==> config.mk <==
export PLATFORM = sky130hd
export DESIGN_NAME = dfr_readout
export DESIGN_NICKNAME = d
export VERILOG_FILES = /design/src/inc/dfr_pkg.sv /design/src/rtl/dfr_event_mem.sv /design/src/rtl/dfr_readout.sv
export VERILOG_INCLUDE_DIRS = /design/src /design/src/inc
export SDC_FILE = /design/constraint.sdc
export NUM_CORES = 2
export LEC_CHECK = 0
export ABC_CLOCK_PERIOD_IN_PS = 5650
export BUFFER_PORTS_ARGS = -buffer_cell sky130_fd_sc_hd__buf_2
export CAP_MARGIN = 20
export CORE_UTILIZATION = 45
export CTS_CLUSTER_SIZE = 8
export DETAILED_ROUTE_END_ITERATION = 7
export PLACE_DENSITY_LB_ADDON = 0.1
export SLEW_MARGIN = 15
export SYNTH_ARGS = -nofsm -noshare
export SYNTH_HDL_FRONTEND = slang
export SYNTH_SLANG_ARGS = --single-unit
==> constraint.sdc <==
create_clock -name clock -period 5.65 [get_ports clock]
set_input_delay 1.695 -clock clock [delete_from_list [all_inputs] [get_ports clock]]
set_output_delay 1.695 -clock clock [all_outputs]
set_load 0.1 [all_outputs]
==> src/inc/dfr_defs.svh <==
`ifndef DFR_DEFS_SVH
`define DFR_DEFS_SVH

// Register map of the host byte port
`define DFR_ADDR_WIN_FIRST 8'h00
`define DFR_ADDR_WIN_LAST  8'h31
`define DFR_ADDR_FLUSH     8'h32
`define DFR_ADDR_BYTES_LO  8'h38
`define DFR_ADDR_BYTES_HI  8'h39

// Flush register codes and reset value
`define DFR_FLUSH_NOP      8'h00
`define DFR_FLUSH_ALL      8'hff
`define DFR_FLUSH_RESET    8'h00

// Sensor identifiers above this value are wake-up variants
`define DFR_WAKE_ID_LIMIT  8'h20

// Buffer geometry: two buffers of equal depth share one memory
`define DFR_DEPTH          7'h40
`define DFR_PTR_W          6
`define DFR_TOTAL_BYTES    16'h0080
`define DFR_NSENS          4

// Latency timers count milliseconds
`define DFR_CLK_PERIOD_NS  10
`define DFR_MS_NS          1000000

`endif

==> src/inc/dfr_pkg.sv <==
package dfr_pkg;

	typedef enum logic [1:0] {
		DFR_EV_SAMPLE      = 2'h0,
		DFR_EV_META_GLOBAL = 2'h1,
		DFR_EV_META_SENSOR = 2'h2,
		DFR_EV_TIMESTAMP   = 2'h3
	} dfr_kind_t;

	typedef struct packed {
		logic       valid;
		dfr_kind_t  kind;
		logic [7:0] sensor_id;
		logic [1:0] slot;
		logic [7:0] data;
	} dfr_event_t;

	typedef struct packed {
		logic [6:0] wm_wake;
		logic [6:0] wm_nonwake;
		logic       irq_dis_wake;
		logic       irq_dis_nonwake;
		logic       host_suspended;
		logic       update_count;
	} dfr_ctrl_t;

	typedef enum logic [1:0] {
		DFR_CLASS_CONT    = 2'h0,
		DFR_CLASS_CHANGE  = 2'h1,
		DFR_CLASS_ONESHOT = 2'h2
	} dfr_class_t;

	typedef struct packed {
		logic               present;
		logic [7:0]         sensor_type;
		logic [7:0]         driver_id;
		logic [7:0]         driver_version;
		logic signed [15:0] full_scale_value;
		logic signed [15:0] resolution;
		logic [7:0]         power;
		logic [15:0]        max_rate;
		logic [7:0]         min_rate;
		logic [7:0]         sample_size;
		dfr_class_t         sclass;
		logic [31:0]        period_min_us;
		logic [31:0]        period_max_us;
	} dfr_desc_t;

	typedef struct packed {
		logic [7:0]         sensor_type;
		logic [7:0]         driver_id;
		logic [7:0]         driver_version;
		logic signed [15:0] full_scale_value;
		logic signed [15:0] resolution;
		logic [7:0]         power;
		logic [15:0]        max_rate;
		logic [7:0]         min_rate;
		logic [15:0]        reserved_event_count;
		logic [15:0]        max_batch_event_count;
		logic signed [31:0] min_period_report;
		logic [31:0]        max_period_report;
	} dfr_info_t;

	typedef struct packed {
		logic       nack;
		logic       identity_fault;
		logic       transient;
		logic [2:0] power_mode;
	} dfr_health_t;

	typedef enum logic [1:0] {
		DFR_ST_IDLE = 2'b01,
		DFR_ST_XFER = 2'b10
	} dfr_state_t;

endpackage

==> src/rtl/dfr_event_mem.sv <==
`timescale 1ns/10ps
`include "dfr_defs.svh"

// Shared event store: low half wake-up buffer, high half non-wake-up buffer
module dfr_event_mem (
	input  wire logic                  clock,
	input  wire logic                  wr_en,
	input  wire logic [`DFR_PTR_W:0]   wr_addr,
	input  wire logic [7:0]            wr_data,
	input  wire logic [`DFR_PTR_W:0]   rd_addr,
	output logic      [7:0]            rd_data
);

	logic [7:0] mem [0:(2**(`DFR_PTR_W+1))-1];

	// No reset on the array; read data always comes out of a flop
	always_ff @(posedge clock) begin
		if (wr_en) begin
			mem[wr_addr] <= wr_data;
		end
		rd_data <= mem[rd_addr];
	end

endmodule

==> src/rtl/dfr_readout.sv <==
`timescale 1ns/10ps
`include "dfr_defs.svh"

module dfr_readout #(
	parameter int MS_CYCLES    = `DFR_MS_NS / `DFR_CLK_PERIOD_NS,
	parameter bit META_IRQ_EN  = 1'b1
) (
	input  wire logic                                 clock,
	input  wire logic                                 resetn,
	input  wire logic [7:0]                           reg_addr,
	input  wire logic                                 reg_rd,
	input  wire logic                                 reg_wr,
	input  wire logic [7:0]                           reg_wdata,
	output logic      [7:0]                           reg_rdata,
	input  wire dfr_pkg::dfr_event_t                  ev,
	output logic                                      ev_ready,
	input  wire dfr_pkg::dfr_ctrl_t                   ctrl,
	input  wire logic [`DFR_NSENS-1:0][15:0]          lat_ms,
	input  wire dfr_pkg::dfr_health_t [`DFR_NSENS-1:0] health,
	input  wire dfr_pkg::dfr_desc_t                   desc,
	output dfr_pkg::dfr_info_t                        info_q,
	output logic      [`DFR_NSENS-1:0][7:0]           status_q,
	output logic                                      host_irq,
	output logic      [5:0]                           irq_cause_q
);

	localparam int PW = `DFR_PTR_W;
	localparam logic [16:0] MS_LAST = 17'(MS_CYCLES - 1);

	function automatic logic is_wake(input logic [7:0] id);
		return id > `DFR_WAKE_ID_LIMIT;
	endfunction

	// Static information with the derived fields filled in
	function automatic dfr_pkg::dfr_info_t build_info(input dfr_pkg::dfr_desc_t d);
		dfr_pkg::dfr_info_t r;
		r = '0;
		if (d.present) begin
			r.sensor_type      = d.sensor_type;
			r.driver_id        = d.driver_id;
			r.driver_version   = d.driver_version;
			r.full_scale_value = d.full_scale_value;
			r.resolution       = d.resolution;
			r.power            = d.power;
			r.max_rate         = d.max_rate;
			r.min_rate         = d.min_rate;
			r.reserved_event_count = 16'h0000;
			r.max_batch_event_count = (d.sample_size == 8'h00) ? 16'h0000 :
				`DFR_TOTAL_BYTES / {8'h00, d.sample_size};
			unique case (d.sclass)
				dfr_pkg::DFR_CLASS_CHANGE:  r.min_period_report = 32'sh00000000;
				dfr_pkg::DFR_CLASS_ONESHOT: r.min_period_report = -32'sh00000001;
				default:                    r.min_period_report = signed'(d.period_min_us);
			endcase
			r.max_period_report = d.period_max_us;
		end
		return r;
	endfunction

	// Buffer pointers and counts
	logic [PW-1:0] wh_q, wh_d, wt_q, wt_d, nh_q, nh_d, nt_q, nt_d;
	logic [PW:0]   wc_q, wc_d, nc_q, nc_d;
	logic          ts_pend_q, ts_pend_d;
	logic [7:0]    ts_byte_q, ts_byte_d;
	logic          push_w, push_n, drop_n, pop, pop_w, pop_n, take;
	logic          mem_we;
	logic [PW:0]   mem_wa, mem_ra;
	logic [7:0]    mem_wd, mem_rd;
	logic          wfull, nfull, n_block, is_sample, ev_wake;

	// Transfer control
	dfr_pkg::dfr_state_t st_q, st_d;
	logic [PW:0]   xw_q, xw_d, xn_q, xn_d;
	logic [15:0]   rem_q, rem_d;
	logic          irq_q, irq_d, susp_q, res_q, res_d;
	logic [5:0]    cause_d;
	logic [7:0]    flush_q, flush_d;
	logic          imm_w_q, imm_w_d, imm_n_q, imm_n_d, lat_w_q, lat_w_d, lat_n_q, lat_n_d;
	logic          start, sel_w, sel_n, wm_w, wm_n, imm_w, imm_n;

	// Latency timers and per-sensor flags
	logic [16:0]                    ms_q, ms_d;
	logic [`DFR_NSENS-1:0]          arm_q, arm_d, swake_q, swake_d, avail_q, avail_d, lost_q, lost_d;
	logic [`DFR_NSENS-1:0][15:0]    left_q, left_d;
	logic                           exp_w, exp_n, tick;

	// Register read path
	logic       win_q, win_d;
	logic [7:0] rdata_q, rdata_d, hi_q, hi_d;

	dfr_event_mem u_mem (
		.clock   (clock),
		.wr_en   (mem_we),
		.wr_addr (mem_wa),
		.wr_data (mem_wd),
		.rd_addr (mem_ra),
		.rd_data (mem_rd)
	);

	// Window reads pop the head of the buffer being streamed
	assign pop    = reg_rd && (reg_addr <= `DFR_ADDR_WIN_LAST) && (st_q == dfr_pkg::DFR_ST_XFER)
		&& (rem_q != 16'h0000);
	assign pop_w  = pop && (xw_q != '0);
	assign pop_n  = pop && (xw_q == '0);
	assign mem_ra = (xw_q != '0) ? {1'b0, wh_q} : {1'b1, nh_q};

	// Routing into the buffers; a timestamp takes two write cycles
	always_comb begin
		is_sample = ev.kind == dfr_pkg::DFR_EV_SAMPLE;
		ev_wake   = is_sample && is_wake(ev.sensor_id);
		wfull     = (wc_q == `DFR_DEPTH) && !pop_w;
		nfull     = (nc_q == `DFR_DEPTH) && !pop_n;
		n_block   = nfull && !ctrl.host_suspended;
		if (ts_pend_q) begin
			ev_ready = 1'b0;
		end else if (ev.kind == dfr_pkg::DFR_EV_TIMESTAMP) begin
			ev_ready = !wfull && !n_block;
		end else begin
			ev_ready = ev_wake ? !wfull : !n_block;
		end
		take      = ev.valid && ev_ready;
		push_w    = 1'b0;
		push_n    = 1'b0;
		mem_wd    = ev.data;
		ts_pend_d = 1'b0;
		ts_byte_d = ts_byte_q;
		if (ts_pend_q) begin
			push_n = 1'b1;
			mem_wd = ts_byte_q;
		end else if (take) begin
			if (ev.kind == dfr_pkg::DFR_EV_TIMESTAMP) begin
				push_w    = 1'b1;
				ts_pend_d = 1'b1;
				ts_byte_d = ev.data;
			end else begin
				push_w = ev_wake;
				push_n = !ev_wake;
			end
		end
		drop_n = push_n && nfull;
		mem_we = push_w || push_n;
		mem_wa = push_w ? {1'b0, wt_q} : {1'b1, nt_q};
		wt_d   = wt_q + PW'(push_w);
		wh_d   = wh_q + PW'(pop_w);
		wc_d   = wc_q + (PW+1)'(push_w) - (PW+1)'(pop_w);
		nt_d   = nt_q + PW'(push_n);
		nh_d   = nh_q + PW'(pop_n || drop_n);
		nc_d   = nc_q + (PW+1)'(push_n && !drop_n) - (PW+1)'(pop_n);
	end

	always_ff @(posedge clock or negedge resetn) begin
		if (!resetn) begin
			wh_q      <= '0;
			wt_q      <= '0;
			wc_q      <= '0;
			nh_q      <= '0;
			nt_q      <= '0;
			nc_q      <= '0;
			ts_pend_q <= 1'b0;
			ts_byte_q <= 8'h00;
		end else begin
			wh_q      <= wh_d;
			wt_q      <= wt_d;
			wc_q      <= wc_d;
			nh_q      <= nh_d;
			nt_q      <= nt_d;
			nc_q      <= nc_d;
			ts_pend_q <= ts_pend_d;
			ts_byte_q <= ts_byte_d;
		end
	end

	// Pulses of immediate reporting from the accepted event
	assign imm_w = take && is_sample && ev_wake && (lat_ms[ev.slot] == 16'h0000);
	assign imm_n = take && ((is_sample && !ev_wake && (lat_ms[ev.slot] == 16'h0000))
		|| ((ev.kind == dfr_pkg::DFR_EV_META_GLOBAL) && META_IRQ_EN));
	assign wm_w  = (wc_q != '0) && (wc_q >= ctrl.wm_wake) && !ctrl.irq_dis_wake;
	assign wm_n  = (nc_q != '0) && (nc_q >= ctrl.wm_nonwake) && !ctrl.irq_dis_nonwake
		&& !ctrl.host_suspended;

	// Transfer sequencing: choose buffers, announce count, stream, acknowledge
	always_comb begin
		st_d    = st_q;
		xw_d    = xw_q;
		xn_d    = xn_q;
		rem_d   = rem_q;
		irq_d   = irq_q;
		cause_d = irq_cause_q;
		sel_w   = 1'b0;
		sel_n   = 1'b0;
		start   = 1'b0;
		res_d   = res_q || (susp_q && !ctrl.host_suspended);
		flush_d = flush_q;
		if (st_q == dfr_pkg::DFR_ST_IDLE) begin
			if (flush_q != `DFR_FLUSH_NOP) begin
				sel_w   = (flush_q == `DFR_FLUSH_ALL) || is_wake(flush_q);
				sel_n   = (flush_q == `DFR_FLUSH_ALL) || !is_wake(flush_q);
				start   = 1'b1;
				flush_d = `DFR_FLUSH_NOP;
			end else if (res_q || wm_w || wm_n || lat_w_q || imm_w_q
				|| (!ctrl.host_suspended && (lat_n_q || imm_n_q))) begin
				sel_w = 1'b1;
				sel_n = !ctrl.host_suspended || res_q;
				start = 1'b1;
			end
		end
		if (start) begin
			xw_d    = sel_w ? wc_q : '0;
			xn_d    = sel_n ? nc_q : '0;
			rem_d   = 16'({9'h000, xw_d} + {9'h000, xn_d});
			cause_d = {imm_n_q, lat_n_q, wm_n, imm_w_q, lat_w_q, wm_w};
			if (rem_d != 16'h0000) begin
				st_d  = dfr_pkg::DFR_ST_XFER;
				irq_d = 1'b1;
			end
			res_d = susp_q && !ctrl.host_suspended; // A resume in the start cycle is not lost
		end else if (pop) begin
			xw_d  = pop_w ? xw_q - 1'b1 : xw_q;
			xn_d  = pop_n ? xn_q - 1'b1 : xn_q;
			rem_d = rem_q - 16'h0001;
			if (rem_q == 16'h0001) begin
				st_d  = dfr_pkg::DFR_ST_IDLE;
				irq_d = 1'b0;
			end
		end else if (ctrl.update_count) begin
			xw_d  = wc_q;
			xn_d  = nc_q;
			rem_d = 16'({9'h000, wc_q} + {9'h000, nc_q});
			st_d  = (rem_d != 16'h0000) ? dfr_pkg::DFR_ST_XFER : dfr_pkg::DFR_ST_IDLE;
		end
		// New events win over the clear that a starting transfer applies
		imm_w_d = imm_w || (imm_w_q && !(start && sel_w));
		imm_n_d = imm_n || (imm_n_q && !(start && sel_n));
		lat_w_d = exp_w || (lat_w_q && !(start && sel_w));
		lat_n_d = exp_n || (lat_n_q && !(start && sel_n));
		if (reg_wr && (reg_addr == `DFR_ADDR_FLUSH)) begin
			flush_d = reg_wdata;
		end
	end

	always_ff @(posedge clock or negedge resetn) begin
		if (!resetn) begin
			st_q        <= dfr_pkg::DFR_ST_IDLE;
			xw_q        <= '0;
			xn_q        <= '0;
			rem_q       <= 16'h0000;
			irq_q       <= 1'b0;
			irq_cause_q <= 6'h00;
			susp_q      <= 1'b0;
			res_q       <= 1'b0;
			flush_q     <= `DFR_FLUSH_RESET;
			imm_w_q     <= 1'b0;
			imm_n_q     <= 1'b0;
			lat_w_q     <= 1'b0;
			lat_n_q     <= 1'b0;
		end else begin
			st_q        <= st_d;
			xw_q        <= xw_d;
			xn_q        <= xn_d;
			rem_q       <= rem_d;
			irq_q       <= irq_d;
			irq_cause_q <= cause_d;
			susp_q      <= ctrl.host_suspended;
			res_q       <= res_d;
			flush_q     <= flush_d;
			imm_w_q     <= imm_w_d;
			imm_n_q     <= imm_n_d;
			lat_w_q     <= lat_w_d;
			lat_n_q     <= lat_n_d;
		end
	end

	assign host_irq = irq_q;

	// Per-sensor batching timers in milliseconds, plus data flags
	always_comb begin
		tick  = ms_q == MS_LAST;
		ms_d  = tick ? 17'h00000 : ms_q + 17'h00001;
		exp_w = 1'b0;
		exp_n = 1'b0;
		arm_d   = arm_q;
		left_d  = left_q;
		swake_d = swake_q;
		avail_d = avail_q;
		lost_d  = lost_q;
		for (int i = 0; i < `DFR_NSENS; i++) begin
			if (arm_q[i] && (left_q[i] == 16'h0000)) begin
				exp_w    = exp_w || swake_q[i];
				exp_n    = exp_n || !swake_q[i];
				arm_d[i] = 1'b0;
			end else if (arm_q[i] && tick) begin
				left_d[i] = left_q[i] - 16'h0001;
			end
			// Delivery of a buffer ends the batch of its sensors
			if (start && (swake_q[i] ? sel_w : sel_n)) begin
				arm_d[i]   = 1'b0;
				avail_d[i] = 1'b0;
				if (!swake_q[i]) begin
					lost_d[i] = 1'b0;
				end
			end
			if (drop_n && avail_q[i] && !swake_q[i]) begin
				lost_d[i] = 1'b1;
			end
			if (take && is_sample && (ev.slot == 2'(i))) begin
				swake_d[i] = ev_wake;
				avail_d[i] = 1'b1;
				if (!arm_q[i] && (lat_ms[i] != 16'h0000)) begin
					arm_d[i]  = 1'b1;
					left_d[i] = lat_ms[i];
				end
			end
		end
	end

	always_ff @(posedge clock or negedge resetn) begin
		if (!resetn) begin
			ms_q    <= 17'h00000;
			arm_q   <= '0;
			left_q  <= '0;
			swake_q <= '0;
			avail_q <= '0;
			lost_q  <= '0;
		end else begin
			ms_q    <= ms_d;
			arm_q   <= arm_d;
			left_q  <= left_d;
			swake_q <= swake_d;
			avail_q <= avail_d;
			lost_q  <= lost_d;
		end
	end

	// Register reads; the high count byte is frozen when the low one is read
	always_comb begin
		win_d   = pop;
		rdata_d = 8'h00;
		hi_d    = hi_q;
		if (reg_rd) begin
			unique case (reg_addr)
				`DFR_ADDR_FLUSH: rdata_d = flush_q;
				`DFR_ADDR_BYTES_LO: begin
					rdata_d = rem_q[7:0];
					hi_d    = rem_q[15:8];
				end
				`DFR_ADDR_BYTES_HI: rdata_d = hi_q;
				default: rdata_d = 8'h00;
			endcase
		end
	end

	always_ff @(posedge clock or negedge resetn) begin
		if (!resetn) begin
			win_q    <= 1'b0;
			rdata_q  <= 8'h00;
			hi_q     <= 8'h00;
			info_q   <= '0;
			status_q <= '0;
		end else begin
			win_q    <= win_d;
			rdata_q  <= rdata_d;
			hi_q     <= hi_d;
			info_q   <= build_info(desc);
			for (int i = 0; i < `DFR_NSENS; i++) begin
				// Power mode zero marks an absent sensor
				status_q[i] <= (health[i].power_mode == 3'h0) ? 8'h00 :
					{health[i].power_mode, lost_q[i], health[i].transient,
					health[i].identity_fault, health[i].nack, avail_q[i]};
			end
		end
	end

	assign reg_rdata = win_q ? mem_rd : rdata_q;

endmodule

==> flow_metrics.env <==
export IMPL_cp_start_kind="input pin"
export IMPL_grt_util_all_layers=0.260
export IMPL_path_clk_slew_ns=0.05
export IMPL_cell_internal_pwr_uw=27800
export IMPL_clk_latency_ns=0.80
export IMPL_num_nets_final=6285
export IMPL_syn_instance_count=4545
export IMPL_antenna_found_initial=14
export IMPL_status="finished, violations left"
export IMPL_cts_buffers=199
export IMPL_skew_ns=0.0546
export IMPL_synth_cell_type_count=117
export IMPL_synth_area_top_cells="edfxtp_1, dfrtp_1, mux4_2"
export IMPL_fp_coreArea_um2=141000
export IMPL_globalplace_congestion=0.935
export IMPL_row_count=138
export IMPL_r2r_start="wc_q[0]"
export IMPL_synth_edf_count=1024
export IMPL_synth_most_common_cell="edfxtp_1"
export IMPL_wl_per_cell_um=24.3
export IMPL_cp_startpoint="desc[71]"
export IMPL_cts_sinks=1438
export IMPL_crit_type="input pin to register"
export IMPL_cp_end_kind="register"
export IMPL_power_density_nw_per_um2=524
export IMPL_slowest_delay_ns=0.57
export IMPL_cp_required_ns=6.25
export IMPL_grt_pass1_vias=44024
export IMPL_cts_tree="built"
export IMPL_worstHoldStart="ts_byte_q[7]"
export IMPL_synth_common_cells="edfxtp_1, dfrtp_1, nor2_1"
export IMPL_route_detailed_drc=0
export IMPL_slew_headroom=0.300
export IMPL_p_comb_frac=0.449
export IMPL_holdWs_ns=0.475
export IMPL_cp_common_cell="buf_4"
export IMPL_wirelength_um=189000
export IMPL_crit_family="compound AO/OA/AOI/OAI gates"
export IMPL_ant_nets=0
export IMPL_tightest_slew_ns=1.04
export IMPL_h_tree_depth=4
export IMPL_clockBufferDepth=3
export IMPL_violations="negative setup slack"
export IMPL_grt_pass1_wl_um=281000
export IMPL_grt_ovfl_total=0
export IMPL_post_route_min_period_ns=23.97
export IMPL_dieArea_um2=144000
export IMPL_seq_area_frac_synth=0.640
export IMPL_crit_slowest_cell="or4b_4"
export IMPL_yosys_area_top_type="edfxtp_1"
export IMPL_ctsRootBufferMaster="clkbuf_16"
export IMPL_worstPathMaxFanout=7
export IMPL_first_iter_violations=2824
export IMPL_synthToLayoutAreaGrowth_pct=27.5
export IMPL_setup_viol=11
export IMPL_p_leak_uw=0.0320
export IMPL_layout_setup_ws_ns=-18.32
export IMPL_num_io_pins=542
export IMPL_syn_area_um2=64100
export IMPL_maxCapViolations=0
export IMPL_grt_max_degree=116
export IMPL_die_x_um=380
export IMPL_synthArstFlopShare=0.282
export IMPL_synth_avg_cell_area_um2=14.1
export IMPL_firstDrtPassIters=8
export IMPL_power_frac_clock=0.253
export IMPL_p_sw_frac=0.353
export IMPL_yosysWarnings=0
export IMPL_start_util=0.454
export IMPL_hold_viol=0
export IMPL_p_sw_uw=15100
export IMPL_synth_flop_cell="edfxtp_1"
export IMPL_worst_path_buf_inv=17
export IMPL_vdd_drop_max_uv=735
export IMPL_final_setup_tns_ns=-100.10
export IMPL_portBuffers=524
export IMPL_seqPwrFrac=0.298
export IMPL_ys_seq_elements=1438
export IMPL_rsz0062_at_grt="yes"
export IMPL_slew_violations=0
export IMPL_fmax_ghz=0.0417
export IMPL_fp_dieH_um=380
export IMPL_fin_crit_sh=4.24
export IMPL_hold_class="register to register"
export IMPL_vias=43384
export IMPL_dpl_hpwl_um=131000
export IMPL_worst_ep_arrival_time_ns=24.56
export IMPL_drive_gt1_frac=0.357
export IMPL_via_per_inst=5.56
export IMPL_synth_top_area_frac=0.479
==> timing repair <==
item / 4_1_cts / 5_1_grt
resized for setup: 83 / 84
hold buffers: 0 / 0
pin swaps: 94 / 86
buffers inserted: 73 / 42
setup endpoints to repair: 12 / 16
==> state kept, by name, indices dropped and copies added, names as in the netlist, 6 cells and up <==
name	cells
u_mem.mem	1024
info_q	167
left_q	64
status_q	32
ms_q	17
rem_q	16
flush_q	8
hi_q	8
rdata_q	8
ts_byte_q	8
u_mem.rd_data	8
nc_q	7
wc_q	7
xw_q	7
irq_cause_q	6
nh_q	6
nt_q	6
wh_q	6
wt_q	6
==> cell type report <==
class,count,area [um^2]
antenna,14,35.0
clock buffer,258,5300
clock inverter,14,295
fill,11329,59600
inverter,157,607
multi-input combinational,2736,23200
sequential,1438,41100
tap,1890,2360
timing repair buffer,1291,8950
==> path summary, 6_finish.rpt <==
kind                                end  slack, ns  cells past startpoint
max in group asynchronous    info_q[65]       3.61                      2
max                          info_q[64]     -18.32                    133
min in group asynchronous  status_q[14]       0.94                      1
min reg2reg                ts_byte_q[7]       0.47                      2
max reg2reg                     st_q[1]       0.61                     29
min                        ts_byte_q[7]       0.47                      2
==> layout by cell type, fill, tap and decap left out, types with 22 or more instances in the layout <==
master | netlist | layout
buf_2 | 7 | 520
o21ai_0 | 119 | 97
nor3_1 | 80 | 69
nor2_2 | 2 | 27
clkbuf_16 | 0 | 203
nand2_1 | 311 | 297
xor2_1 | 49 | 48
buf_6 | 3 | 33
buf_12 | 0 | 34
a311oi_1 | 33 | 33
dfrtp_1 | 405 | 405
mux2_2 | 49 | 33
nand3_1 | 62 | 61
nand2b_1 | 33 | 32
o31ai_1 | 25 | 23
edfxtp_1 | 1024 | 1024
o21a_1 | 23 | 22
buf_4 | 18 | 702
nor2_1 | 386 | 296
nor4_1 | 42 | 39
and2_1 | 198 | 193
a31oi_1 | 58 | 57
nor2_4 | 0 | 65
inv_1 | 153 | 150
a211oi_1 | 109 | 104
a21o_1 | 44 | 44
xnor2_1 | 101 | 101
mux4_2 | 256 | 256
a21oi_2 | 1 | 23
clkbuf_1 | 170 | 54
ha_1 | 148 | 124
nor2b_1 | 46 | 42
a21oi_1 | 209 | 183
==> worst min-delay path, delay by kind of cell, from the launching register on <==
| family | cells | cell delay (ns) |
|---|---|---|
| flops | 1 | 0.34 |
| simple gates | 2 | 0.11 |
==> power groups by stage <==
stage	clock [uW]	sequential, uW	combinational (uW)
CTS	11100	12800	18700
floorplan	0	13700	10500
global placement	0	13000	17700
detailed placement	0	13000	17800
finish	10800	12800	19300
global route	11500	12900	20800
==> cells by family (layout without fill, tap and decap cells) <==
group                      Yosys count  count (layout)  share of synthesized area
other                                1              32                  0.0000585
DFF                               1438            1438                      0.640
AOI/OAI and AO/OA                  783             783                     0.0822
xor gates and xnor gates           151             151                     0.0207
buffers and inverters              388            1720                     0.0243
muxes                              326             326                      0.102
and+or+nand+nor                   1306            1306                      0.101
adders and majority gates          152             152                     0.0301
==> metal layers <==
metal,up-vias,wire length (um),global-route usage
li1,19710,-,-
met1,22048,77800,0.334
met2,1298,94500,0.438
met3,328,9610,0.0430
met4,0,7520,0.106
met5,-,0,0
==> per-stage QoR <==
step / total power (uW) / cell area, um^2 / util / setup WS (ns) / std cells
after floorplan: 24200 / 65300 / - / -19.49 / 4562
after global placement: 30700 / 74600 / 0.527 / -19.31 / 7398
after detailed placement: 30800 / 74600 / 0.527 / -19.71 / 7398
after CTS: 42500 / 81100 / 0.573 / -17.84 / 7743
after global routing: 45100 / 81800 / 0.578 / -19.33 / 7793
final: 42900 / 81800 / 0.579 / -18.32 / 7798
Power figures use the tool's default switching activity.
